File: config.mk
export PLATFORM = sky130hd
export DESIGN_NAME = iebk_enable_bank
export DESIGN_NICKNAME = d
export VERILOG_FILES = /design/src/rtl/iebk_enable_bank.v
export VERILOG_INCLUDE_DIRS = /design/src /design/src/rtl
export SDC_FILE = /design/constraint.sdc
export NUM_CORES = 1
export LEC_CHECK = 0
export ABC_AREA = 1
export BUFFER_PORTS_ARGS = -buffer_cell sky130_fd_sc_hd__buf_4
export CAP_MARGIN = 5
export CORE_AREA = 4 4 137 139
export CTS_BUF_LIST = sky130_fd_sc_hd__clkbuf_4
export DETAILED_ROUTE_END_ITERATION = 10
export DIE_AREA = 0 0 141 143
export HOLD_SLACK_MARGIN = 0.08
export PLACE_DENSITY = 0.76
export SLEW_MARGIN = 20
export SYNTH_ARGS = -nofsm -noshare
export SYNTH_HDL_FRONTEND = slang
export SYNTH_SLANG_ARGS = --single-unit
File: constraint.sdc
create_clock -name clock -period 2 [get_ports clock]
set_clock_uncertainty 0.2 [all_clocks]
set_input_delay 0.3 -clock clock [delete_from_list [all_inputs] [get_ports clock]]
set_output_delay 0.3 -clock clock [all_outputs]
set_load 0.01 [all_outputs]
File: src/rtl/iebk_defines.vh
// Purpose: constants for the interrupt enable bank
// Assumes: 32-bit AXI4-Lite data, 16-bit registers in the low half
// Notes: register n of a bank sits at byte offset base + 4*n
`ifndef IEBK_DEFINES_VH
`define IEBK_DEFINES_VH

// register bank bases and address decode
`define IEBK_EN_BASE 8'h00
`define IEBK_FLAG_BASE 8'h20
`define IEBK_BANK_BIT 5
`define IEBK_IDX_HI 4
`define IEBK_IDX_LO 2
`define IEBK_IDX_GAP 3'h2

// register indices
`define IEBK_IDX_0 3'h0
`define IEBK_IDX_1 3'h1
`define IEBK_IDX_3 3'h3
`define IEBK_IDX_4 3'h4
`define IEBK_IDX_5 3'h5
`define IEBK_IDX_6 3'h6
`define IEBK_IDX_7 3'h7

// field positions, enable register 0
`define IEBK_ADC_DONE_EN 13
`define IEBK_UART_TX_EN 12
`define IEBK_UART_RX_EN 11
`define IEBK_SPI_EVENT_EN 10
`define IEBK_SPI_SECOND_EN 9
`define IEBK_TIMER_B_EN 7
`define IEBK_TIMER_A_EN 3
`define IEBK_OUT_COMPARE_EN 2
`define IEBK_IN_CAPTURE_EN 1
`define IEBK_EXT_IRQ_ZERO_EN 0
// enable register 1
`define IEBK_EXT_IRQ_TWO_EN 13
`define IEBK_EXT_IRQ_ONE_EN 4
`define IEBK_CHANGE_NOTIFY_EN 3
`define IEBK_COMPARATOR_A_EN 2
`define IEBK_I2C_MASTER_EN 1
`define IEBK_I2C_SLAVE_EN 0
// enable registers 3 to 7
`define IEBK_PWM_SPECIAL_MATCH_EN 9
`define IEBK_UART_ERROR_EN 1
`define IEBK_PWM_GEN_B_EN 15
`define IEBK_PWM_GEN_A_EN 14
`define IEBK_TEST_PORT_EN 0
`define IEBK_ADC_PAIR_ONE_EN 15
`define IEBK_ADC_PAIR_ZERO_EN 14
`define IEBK_COMPARATOR_B_EN 7
`define IEBK_PWM_GEN_D_EN 1
`define IEBK_ADC_PAIR_SIX_EN 4
`define IEBK_ADC_PAIR_THREE_EN 1
`define IEBK_ADC_PAIR_TWO_EN 0

// implemented-bit masks per register
`define IEBK_MASK_0 16'h3E8F
`define IEBK_MASK_1 16'h201F
`define IEBK_MASK_3 16'h0200
`define IEBK_MASK_4 16'h0002
`define IEBK_MASK_5 16'hC001
`define IEBK_MASK_6 16'hC082
`define IEBK_MASK_7 16'h0013

// reset value of every enable and flag bit
`define IEBK_RESET_VAL 16'h0000

// bus answers
`define IEBK_RESP_OKAY 2'h0
`define IEBK_RESP_SLVERR 2'h2

`endif

File: src/rtl/iebk_enable_bank.v
// Purpose: interrupt enable bank with per-source status flags
// Assumes: requests are synchronous to clock; AXI4-Lite register access
// Notes: forwarded requests are flag AND enable, registered once
`include "iebk_defines.vh"
`default_nettype none

// Summary of operation
// - enable one passes request, zero blocks it
// - unassigned bits read zero, ignore writes
// - implemented enable bits read/write, reset zero
// - register 0 bit 13 gates converter done
// - register 0 bits 12/11 gate UART tx/rx
// - register 0 bits 10/9 gate SPI requests
// - register 0 bits 7/3 gate timers
// - register 0 bits 2/1/0 gate compare, capture, ext0
// - register 1 bits 13/4 gate ext2, ext1
// - register 1 bits 3/2 gate change, comparator A
// - register 1 bits 1/0 gate I2C master/slave
// - register 3 bit 9 gates PWM special match
// - register 4 bit 1 gates UART error
// - register 5 bits 15/14 gate PWM generators
// - register 5 bit 0 gates test port
// - register 6 bits 15/14 gate ADC pairs 1/0
// - register 6 bit 7 gates comparator B
// - register 6 bit 1 gates PWM generator D
// - absent peripheral bits behave as unassigned
// - register 7 bits 4/1/0 gate ADC pairs 6/3/2
// - status flag sets on request, independent of enable
module iebk_enable_bank #(
  parameter ADDR_W = 8,
  parameter [127:0] IMPL_MASK = {128{1'b1}}
) (
  input wire clock,
  input wire srst,
  input wire [ADDR_W-1:0] s_axi_awaddr,
  input wire [2:0] s_axi_awprot,
  input wire s_axi_awvalid,
  output reg s_axi_awready,
  input wire [31:0] s_axi_wdata,
  input wire [3:0] s_axi_wstrb,
  input wire s_axi_wvalid,
  output reg s_axi_wready,
  output reg [1:0] s_axi_bresp,
  output reg s_axi_bvalid,
  input wire s_axi_bready,
  input wire [ADDR_W-1:0] s_axi_araddr,
  input wire [2:0] s_axi_arprot,
  input wire s_axi_arvalid,
  output reg s_axi_arready,
  output reg [31:0] s_axi_rdata,
  output reg [1:0] s_axi_rresp,
  output reg s_axi_rvalid,
  input wire s_axi_rready,
  input wire [127:0] src_req,
  output reg [127:0] irq_req
);

  // assigned bits of a register, trimmed by the variant mask
  function [15:0] bit_mask;
    input [2:0] idx;
    reg [15:0] base;
    begin
      case (idx)
        `IEBK_IDX_0: base = `IEBK_MASK_0;
        `IEBK_IDX_1: base = `IEBK_MASK_1;
        `IEBK_IDX_3: base = `IEBK_MASK_3;
        `IEBK_IDX_4: base = `IEBK_MASK_4;
        `IEBK_IDX_5: base = `IEBK_MASK_5;
        `IEBK_IDX_6: base = `IEBK_MASK_6;
        `IEBK_IDX_7: base = `IEBK_MASK_7;
        default: base = 16'h0000;
      endcase
      bit_mask = base & IMPL_MASK[idx*16 +: 16];
    end
  endfunction

  // address hits a mapped register
  function addr_ok;
    input [ADDR_W-1:0] addr;
    begin
      addr_ok = (addr[ADDR_W-1:`IEBK_BANK_BIT+1] == {(ADDR_W-`IEBK_BANK_BIT-1){1'b0}}) &&
                (addr[`IEBK_IDX_HI:`IEBK_IDX_LO] != `IEBK_IDX_GAP);
    end
  endfunction

  reg [15:0] en_q [0:7];
  reg [15:0] flag_q [0:7];
  reg aw_held;
  reg w_held;
  reg [ADDR_W-1:0] awaddr_q;
  reg [15:0] wdata_q;
  reg [1:0] wstrb_q;
  wire wr_go;
  wire wr_hit;
  wire [2:0] wr_idx;
  wire wr_flag;
  wire [15:0] wr_lanes;
  wire [2:0] rd_idx;
  wire rd_hit;
  wire rd_flag;

  assign wr_go = aw_held & w_held & ~s_axi_bvalid;
  assign wr_hit = wr_go & addr_ok(awaddr_q);
  assign wr_idx = awaddr_q[`IEBK_IDX_HI:`IEBK_IDX_LO];
  assign wr_flag = awaddr_q[`IEBK_BANK_BIT];
  assign wr_lanes = {{8{wstrb_q[1]}}, {8{wstrb_q[0]}}};
  assign rd_idx = s_axi_araddr[`IEBK_IDX_HI:`IEBK_IDX_LO];
  assign rd_hit = addr_ok(s_axi_araddr);
  assign rd_flag = s_axi_araddr[`IEBK_BANK_BIT];

  // write address and data captured independently, answered once both are in
  always @(posedge clock) begin
    if (srst) begin
      aw_held <= 1'b0;
      w_held <= 1'b0;
      awaddr_q <= {ADDR_W{1'b0}};
      wdata_q <= 16'h0000;
      wstrb_q <= 2'h0;
      s_axi_awready <= 1'b0;
      s_axi_wready <= 1'b0;
      s_axi_bvalid <= 1'b0;
      s_axi_bresp <= `IEBK_RESP_OKAY;
    end else begin
      if (s_axi_awvalid && s_axi_awready) begin
        aw_held <= 1'b1;
        awaddr_q <= s_axi_awaddr;
        s_axi_awready <= 1'b0;
      end else if (!aw_held && !s_axi_bvalid) begin
        s_axi_awready <= 1'b1;
      end
      if (s_axi_wvalid && s_axi_wready) begin
        w_held <= 1'b1;
        wdata_q <= s_axi_wdata[15:0];
        wstrb_q <= s_axi_wstrb[1:0];
        s_axi_wready <= 1'b0;
      end else if (!w_held && !s_axi_bvalid) begin
        s_axi_wready <= 1'b1;
      end
      if (wr_go) begin
        s_axi_bvalid <= 1'b1;
        s_axi_bresp <= wr_hit ? `IEBK_RESP_OKAY : `IEBK_RESP_SLVERR;
      end else if (s_axi_bvalid && s_axi_bready) begin
        s_axi_bvalid <= 1'b0;
        aw_held <= 1'b0;
        w_held <= 1'b0;
      end
    end
  end

  // read channel: one cycle from address taken to data
  always @(posedge clock) begin
    if (srst) begin
      s_axi_arready <= 1'b0;
      s_axi_rvalid <= 1'b0;
      s_axi_rdata <= 32'h00000000;
      s_axi_rresp <= `IEBK_RESP_OKAY;
    end else begin
      if (s_axi_arvalid && s_axi_arready) begin
        s_axi_arready <= 1'b0;
        s_axi_rvalid <= 1'b1;
        s_axi_rresp <= rd_hit ? `IEBK_RESP_OKAY : `IEBK_RESP_SLVERR;
        if (!rd_hit) begin
          s_axi_rdata <= 32'h00000000;
        end else if (rd_flag) begin
          s_axi_rdata <= {16'h0000, flag_q[rd_idx]};
        end else begin
          s_axi_rdata <= {16'h0000, en_q[rd_idx]};
        end
      end else if (s_axi_rvalid && s_axi_rready) begin
        s_axi_rvalid <= 1'b0;
        s_axi_arready <= 1'b1;
      end else if (!s_axi_rvalid) begin
        s_axi_arready <= 1'b1;
      end
    end
  end

  // one-hot select of a register index
  function [7:0] idx_sel;
    input [2:0] idx;
    begin
      case (idx)
        3'h0: idx_sel = 8'h01;
        3'h1: idx_sel = 8'h02;
        3'h2: idx_sel = 8'h04;
        3'h3: idx_sel = 8'h08;
        3'h4: idx_sel = 8'h10;
        3'h5: idx_sel = 8'h20;
        3'h6: idx_sel = 8'h40;
        3'h7: idx_sel = 8'h80;
        default: idx_sel = 8'h00;
      endcase
    end
  endfunction

  // byte-lane merge of a write into an enable register
  function [15:0] merge_en;
    input [15:0] old;
    input [15:0] data;
    input [15:0] lanes;
    input [15:0] mask;
    begin
      merge_en = ((old & ~lanes) | (data & lanes)) & mask;
    end
  endfunction

  // a request in the clearing cycle keeps its flag set
  function [15:0] merge_flag;
    input [15:0] old;
    input [15:0] req;
    input [15:0] clr;
    input [15:0] mask;
    begin
      merge_flag = ((old & ~clr) | req) & mask;
    end
  endfunction

  // per-index selects, masks, clears and gated requests
  wire [7:0] en_sel;
  wire [7:0] flag_sel;
  wire [15:0] clr_bits;
  wire [15:0] mask_0;
  wire [15:0] mask_1;
  wire [15:0] mask_3;
  wire [15:0] mask_4;
  wire [15:0] mask_5;
  wire [15:0] mask_6;
  wire [15:0] mask_7;
  wire [15:0] clr_0;
  wire [15:0] clr_1;
  wire [15:0] clr_3;
  wire [15:0] clr_4;
  wire [15:0] clr_5;
  wire [15:0] clr_6;
  wire [15:0] clr_7;
  wire [15:0] gate_0;
  wire [15:0] gate_1;
  wire [15:0] gate_3;
  wire [15:0] gate_4;
  wire [15:0] gate_5;
  wire [15:0] gate_6;
  wire [15:0] gate_7;
  reg [15:0] fwd_0;
  reg [15:0] fwd_1;
  reg [15:0] fwd_3;
  reg [15:0] fwd_4;
  reg [15:0] fwd_5;
  reg [15:0] fwd_6;
  reg [15:0] fwd_7;
  wire [127:0] next_irq;

  assign en_sel = (wr_hit && !wr_flag) ? idx_sel(wr_idx) : 8'h00;
  assign flag_sel = (wr_hit && wr_flag) ? idx_sel(wr_idx) : 8'h00;
  assign clr_bits = wdata_q & wr_lanes;

  // assigned bits of each register
  assign mask_0 = bit_mask(`IEBK_IDX_0);
  assign mask_1 = bit_mask(`IEBK_IDX_1);
  assign mask_3 = bit_mask(`IEBK_IDX_3);
  assign mask_4 = bit_mask(`IEBK_IDX_4);
  assign mask_5 = bit_mask(`IEBK_IDX_5);
  assign mask_6 = bit_mask(`IEBK_IDX_6);
  assign mask_7 = bit_mask(`IEBK_IDX_7);

  // write-one-to-clear, only for the addressed flag register
  assign clr_0 = flag_sel[0] ? clr_bits : 16'h0000;
  assign clr_1 = flag_sel[1] ? clr_bits : 16'h0000;
  assign clr_3 = flag_sel[3] ? clr_bits : 16'h0000;
  assign clr_4 = flag_sel[4] ? clr_bits : 16'h0000;
  assign clr_5 = flag_sel[5] ? clr_bits : 16'h0000;
  assign clr_6 = flag_sel[6] ? clr_bits : 16'h0000;
  assign clr_7 = flag_sel[7] ? clr_bits : 16'h0000;

  // enable storage; masked writes keep unassigned bits at zero
  always @(posedge clock) begin
    if (srst) begin
      en_q[0] <= `IEBK_RESET_VAL;
      en_q[1] <= `IEBK_RESET_VAL;
      en_q[2] <= `IEBK_RESET_VAL;
      en_q[3] <= `IEBK_RESET_VAL;
      en_q[4] <= `IEBK_RESET_VAL;
      en_q[5] <= `IEBK_RESET_VAL;
      en_q[6] <= `IEBK_RESET_VAL;
      en_q[7] <= `IEBK_RESET_VAL;
    end else begin
      if (en_sel[0]) begin
        en_q[0] <= merge_en(en_q[0], wdata_q, wr_lanes, mask_0);
      end
      if (en_sel[1]) begin
        en_q[1] <= merge_en(en_q[1], wdata_q, wr_lanes, mask_1);
      end
      if (en_sel[3]) begin
        en_q[3] <= merge_en(en_q[3], wdata_q, wr_lanes, mask_3);
      end
      if (en_sel[4]) begin
        en_q[4] <= merge_en(en_q[4], wdata_q, wr_lanes, mask_4);
      end
      if (en_sel[5]) begin
        en_q[5] <= merge_en(en_q[5], wdata_q, wr_lanes, mask_5);
      end
      if (en_sel[6]) begin
        en_q[6] <= merge_en(en_q[6], wdata_q, wr_lanes, mask_6);
      end
      if (en_sel[7]) begin
        en_q[7] <= merge_en(en_q[7], wdata_q, wr_lanes, mask_7);
      end
    end
  end

  // status flags follow requests whatever the enables hold
  always @(posedge clock) begin
    if (srst) begin
      flag_q[0] <= `IEBK_RESET_VAL;
      flag_q[1] <= `IEBK_RESET_VAL;
      flag_q[2] <= `IEBK_RESET_VAL;
      flag_q[3] <= `IEBK_RESET_VAL;
      flag_q[4] <= `IEBK_RESET_VAL;
      flag_q[5] <= `IEBK_RESET_VAL;
      flag_q[6] <= `IEBK_RESET_VAL;
      flag_q[7] <= `IEBK_RESET_VAL;
    end else begin
      flag_q[0] <= merge_flag(flag_q[0], src_req[15:0], clr_0, mask_0);
      flag_q[1] <= merge_flag(flag_q[1], src_req[31:16], clr_1, mask_1);
      flag_q[3] <= merge_flag(flag_q[3], src_req[63:48], clr_3, mask_3);
      flag_q[4] <= merge_flag(flag_q[4], src_req[79:64], clr_4, mask_4);
      flag_q[5] <= merge_flag(flag_q[5], src_req[95:80], clr_5, mask_5);
      flag_q[6] <= merge_flag(flag_q[6], src_req[111:96], clr_6, mask_6);
      flag_q[7] <= merge_flag(flag_q[7], src_req[127:112], clr_7, mask_7);
    end
  end

  // each enable bit gates its own flag
  assign gate_0 = flag_q[0] & en_q[0];
  assign gate_1 = flag_q[1] & en_q[1];
  assign gate_3 = flag_q[3] & en_q[3];
  assign gate_4 = flag_q[4] & en_q[4];
  assign gate_5 = flag_q[5] & en_q[5];
  assign gate_6 = flag_q[6] & en_q[6];
  assign gate_7 = flag_q[7] & en_q[7];

  // forwarded requests, one line per documented source
  always @* begin
    fwd_0 = 16'h0000;
    fwd_1 = 16'h0000;
    fwd_3 = 16'h0000;
    fwd_4 = 16'h0000;
    fwd_5 = 16'h0000;
    fwd_6 = 16'h0000;
    fwd_7 = 16'h0000;
    fwd_0[`IEBK_ADC_DONE_EN] = gate_0[`IEBK_ADC_DONE_EN];
    fwd_0[`IEBK_UART_TX_EN] = gate_0[`IEBK_UART_TX_EN];
    fwd_0[`IEBK_UART_RX_EN] = gate_0[`IEBK_UART_RX_EN];
    fwd_0[`IEBK_SPI_EVENT_EN] = gate_0[`IEBK_SPI_EVENT_EN];
    fwd_0[`IEBK_SPI_SECOND_EN] = gate_0[`IEBK_SPI_SECOND_EN];
    fwd_0[`IEBK_TIMER_B_EN] = gate_0[`IEBK_TIMER_B_EN];
    fwd_0[`IEBK_TIMER_A_EN] = gate_0[`IEBK_TIMER_A_EN];
    fwd_0[`IEBK_OUT_COMPARE_EN] = gate_0[`IEBK_OUT_COMPARE_EN];
    fwd_0[`IEBK_IN_CAPTURE_EN] = gate_0[`IEBK_IN_CAPTURE_EN];
    fwd_0[`IEBK_EXT_IRQ_ZERO_EN] = gate_0[`IEBK_EXT_IRQ_ZERO_EN];
    fwd_1[`IEBK_EXT_IRQ_TWO_EN] = gate_1[`IEBK_EXT_IRQ_TWO_EN];
    fwd_1[`IEBK_EXT_IRQ_ONE_EN] = gate_1[`IEBK_EXT_IRQ_ONE_EN];
    fwd_1[`IEBK_CHANGE_NOTIFY_EN] = gate_1[`IEBK_CHANGE_NOTIFY_EN];
    fwd_1[`IEBK_COMPARATOR_A_EN] = gate_1[`IEBK_COMPARATOR_A_EN];
    fwd_1[`IEBK_I2C_MASTER_EN] = gate_1[`IEBK_I2C_MASTER_EN];
    fwd_1[`IEBK_I2C_SLAVE_EN] = gate_1[`IEBK_I2C_SLAVE_EN];
    fwd_3[`IEBK_PWM_SPECIAL_MATCH_EN] = gate_3[`IEBK_PWM_SPECIAL_MATCH_EN];
    fwd_4[`IEBK_UART_ERROR_EN] = gate_4[`IEBK_UART_ERROR_EN];
    fwd_5[`IEBK_PWM_GEN_B_EN] = gate_5[`IEBK_PWM_GEN_B_EN];
    fwd_5[`IEBK_PWM_GEN_A_EN] = gate_5[`IEBK_PWM_GEN_A_EN];
    fwd_5[`IEBK_TEST_PORT_EN] = gate_5[`IEBK_TEST_PORT_EN];
    fwd_6[`IEBK_ADC_PAIR_ONE_EN] = gate_6[`IEBK_ADC_PAIR_ONE_EN];
    fwd_6[`IEBK_ADC_PAIR_ZERO_EN] = gate_6[`IEBK_ADC_PAIR_ZERO_EN];
    fwd_6[`IEBK_COMPARATOR_B_EN] = gate_6[`IEBK_COMPARATOR_B_EN];
    fwd_6[`IEBK_PWM_GEN_D_EN] = gate_6[`IEBK_PWM_GEN_D_EN];
    fwd_7[`IEBK_ADC_PAIR_SIX_EN] = gate_7[`IEBK_ADC_PAIR_SIX_EN];
    fwd_7[`IEBK_ADC_PAIR_THREE_EN] = gate_7[`IEBK_ADC_PAIR_THREE_EN];
    fwd_7[`IEBK_ADC_PAIR_TWO_EN] = gate_7[`IEBK_ADC_PAIR_TWO_EN];
  end

  assign next_irq = {fwd_7, fwd_6, fwd_5, fwd_4, fwd_3, 16'h0000, fwd_1, fwd_0};

  // registered forward so the outputs come from flops
  always @(posedge clock) begin
    if (srst) begin
      irq_req <= {128{1'b0}};
    end else begin
      irq_req <= next_irq;
    end
  end

endmodule
`default_nettype wire

==> results.md <==
- Slew @ Worst Pin: ~0.55 ns
- Final worst-path setup slack: 0.0481 ns
- Switch share: ~28%
- Residual DRC: 0
- Power Dens Cells: about 700 mW/mm²
- Crit. End Element: flop
- Number of cells on the critical path: 9
- GRT Resource Usage Total: roughly 17%
- Async S/R FF share, synth: 0%
- HP Class: input pin to flop
- Post-DP HPWL: roughly 12,000 µm
- Port bufs: 109
- Nets@finish: between 1k and 1.5k
- Post-synthesis mux area share: less than 1%
- Mapped Cells: around 800
- Commonest register cell after synthesis: dfxtp_1
- DP Area: between 0.006 and 0.007 mm²
- Worst EP required: 2.29 ns
- Headroom to the max-slew limit: between 60% and 70%
- Worst path slowest cell: dlygate4sd3_1
- Final Hold Slack: roughly 0.18 ns
- Global-route wire length before repair: ~27,000 µm
- Area Overhead vs Synth: 27.2%
- CP delay by family, top: buffers and inverters
- Seq pwr share: between 50% and 60%
- Crit path capture: s_axi_rdata[7]$_SDFFE_PP0P_
- R2R cell count: 7
- Design area: a little over 0.008 mm²
- Leak Pwr: approximately 0.0037 µW
- Placed cells: 1,124
- Initial core utilization: a little over a third
- Crit path kind: input pin to flop
- Cells along the critical path: dlygate4sd3_1 -> buf_4 -> inv_1 -> buf_12 -> nand2_1 -> nor2_1 -> nand3_1 -> dlygate4sd3_1 -> nand2_1
- Root buffer cell: clkbuf_4
- Clk_lat worst skew: between 0.5 and 0.6 ns
- Antenna viol nets, final: 0
- Final cell count without fillers: ~1.2k
- Congestion Overflow GR: 0
- Initial antenna violation count: 1
- Pint: between 4000 and 5000 µW
- Critical Path Source Type: input pin
- Gate power share: between 15 and 20%
- Die Wd: between 100 and 150 µm
- Largest family of logic cells by synthesized area: simple AND/OR/NAND/NOR gates
- Largest net degree at the start of global routing: 52
- Via density: 4.54
- NetSw: approximately 1600 µW
- DP Worst Slack: 0.0432 ns
- Peak supply drop: 0.000390 V
- Row count: between 40 and 50
- Sequential fraction of the synthesis area: a little under half
- Synth Area in Simple Gates: a little over a fifth
- Post-layout min period: about 2.0 ns
- Clock-pin slew on the worst setup and hold paths: 0.12 ns
- DR iter-0 viols: roughly 360
- RSZ-0062 raised after global routing: false
- Synth Area in Compound Gates: 10.3%
- Reg2Reg Capture Point: s_axi_rdata[9]$_SDFFE_PP0P_
- Layout cells sized above 1: between 10% and 20%
- Core Region: 0.0177 mm²
- CP Launch Point: srst
- Period utilisation layout: a little over nine tenths
- Max Slew Vio Count: 0
- Critical path peak fanout: 23
- Clock share of power: 31.1%
- Netlist cell types: 32
- Max Buffers Root-to-Sink: 2
- Fill cell count: 1,712
- Hold violation count in the final report: 0
- Postcts setup bufs: 0
- Maxcap violations: 0
- IO Pins: 362
- Register bit total from synthesis: 134
- Number of synthesis warnings: 0
- Avg Cell Area, Syn: slightly below 8 µm²
- Routed via count: 5,610
- Worst R2R Start: s_axi_arready$_SDFFE_PP0P_
- WP data arrival: ~2.2 ns
- CP peak stage delay: approximately 0.56 ns
- Bufs and invs on worst path: 5
- Number of buffers created by CTS: 17
- Die area: between 0.02 and 0.025 mm²
- Setup_tns: 0 ns
- R2r setup slk: about 0.12 ns
- Cell area after synthesis: 0.00632 mm²
- Post-synth EDFFs: 28
- Placer Congestion: 0.873
- Die height: between 100 and 150 µm
- FMAX: between 500 and 600 MHz
- Status: completed
- Vias in the first global route: between 5k and 6k
- Final setup viols: 0
- Adder-cell area share of the yosys netlist: 0%
- Drt total wl: 17,600 µm
- H-tree depth: 4
- CTS Sinks: around 130
- Hold path startpoint: s_axi_araddr[2]
- Drt wl/cell: between 10 and 15 µm
- Detailed Routing Iterations Pass 1: 7
- CTS tree: done
- Post-synthesis xor/xnor area fraction: 0%
==> tightest hold or removal path: stages <==
cell	delay [ns]
buf_4	0.17
nand2_1	0.07
nand3_1	0.07
nand3_1	0.09
nand2_1	0.08
nor2_1	0.04
nor2_1	0.07
==> power groups by stage <==
stage	registers [µW]	clock network, µW	logic (µW)
after global placement	3050	0	687
after CTS	2990	1780	825
after detailed placement	3050	0	701
after floorplan	3030	0	611
after global routing	3010	1910	942
final	3000	1740	853
==> synth_stat cells (5+ instances only) <==
master / count / area [µm²]
buf_1: 5 / 18.8
clkbuf_1: 14 / 52.6
inv_1: 71 / 267
o21ai_0: 53 / 265
nand4_1: 23 / 144
nand2_1: 134 / 503
buf_4: 123 / 923
edfxtp_1: 28 / 841
nand3_1: 23 / 115
dfxtp_1: 106 / 2120
a21oi_1: 64 / 320
nor2_1: 107 / 402
nor3_1: 15 / 75.1
buf_2: 9 / 45.0
==> stage by stage <==
stage          power [µW]  utilization, %
2_1_floorplan        3640               -
4_1_cts              5590            45.4
3_3_place_gp         3740            39.5
6_report             5590            45.5
3_5_place_dp         3760            39.5
5_1_grt              5860            45.5
==> metal layers <==
metal / vias up / global-route usage, % / part of all wire, %
met4: 0 / 4.23 / 0.89
met1: 2582 / 21.5 / 41
li1: 2732 / - / -
met3: 14 / 5.06 / 9.1
met2: 282 / 27.7 / 49
met5: - / 0 / 0
==> logic make-up (layout without fill, tap and decap cells) <==
group                  Yosys count  after routing
DFF                            134            134
AOI/OAI and AO/OA              126            126
buffers and inverters          225            307
and+or+nand+nor                314            314
other                            1            122
muxes                            3              3
==> how the worst min path moves through the flow <==
| stage | endpoint | slack (ns) | depth (start not counted) |
|---|---|---|---|
| 6_report | s_axi_rdata[1]$_SDFFE_PP0P_ | 0.18 | 7 |
| 5_1_grt | s_axi_rdata[1]$_SDFFE_PP0P_ | 0.15 | 7 |
| 4_1_cts | s_axi_rdata[13]$_SDFFE_PP0P_ | 0.12 | 5 |
| 3_5_place_dp | s_axi_rdata[7]$_SDFFE_PP0P_ | 0.25 | 2 |
| 3_3_place_gp | s_axi_rdata[12]$_SDFFE_PP0P_ | 0.24 | 2 |
| 2_1_floorplan | flag_q[5][11]$_SDFF_PP0_ | 0.21 | 2 |
==> layout make-up <==
type	instances	area, µm²	share of cell area [%]
flip-flops and latches	134	2960	36.9
inverters	74	279	3.47
clock buffers	21	158	1.96
clock inverters	11	110	1.37
multi-input cells	564	2510	31.2
diodes	1	2.50	0.0311
well taps	229	287	3.56
repair buffers	201	1730	21.6
==> sequential cells by signal, summed over array words and instances, names as in the netlist, 2 cells and up, named ones only <==
| signal | flops |
|---|---|
| wdata_q | 13 |
| s_axi_rdata | 13 |
| en_q | 28 |
| awaddr_q | 6 |
| wstrb_q | 2 |
| irq_req | 28 |
| flag_q | 28 |
==> cells in the final DEF (no fill, tap or decap), types with 2 or more instances in the layout <==
master	netlist	routed
clkbuf_4	0	21
nor3_1	15	14
mux2i_1	3	3
dlygate4sd3_1	0	78
edfxtp_1	28	28
nand3_1	23	23
bufinv_16	0	2
a21oi_1	64	64
inv_1	71	69
inv_2	1	3
conb_1	1	121
clkinv_2	1	4
clkinvlp_4	0	2
dfxtp_1	106	105
o21ai_0	53	52
nor2_4	1	2
buf_12	0	2
o22a_1	2	2
nand2_2	1	3
o211ai_1	4	4
buf_4	123	120
clkinv_1	1	4
nand2_1	134	132
nand4_1	23	23
nor2_1	107	106
nor4_1	4	4
nand3_2	2	2
==> timing repair <==
action | in CTS | in global routing
setup endpoints to repair | 0 | 14
endpoints found under the hold margin | 94 | 0
hold buffers | 78 | 0
resized for setup | 0 | 10
(Power assumes the default switching activity.)
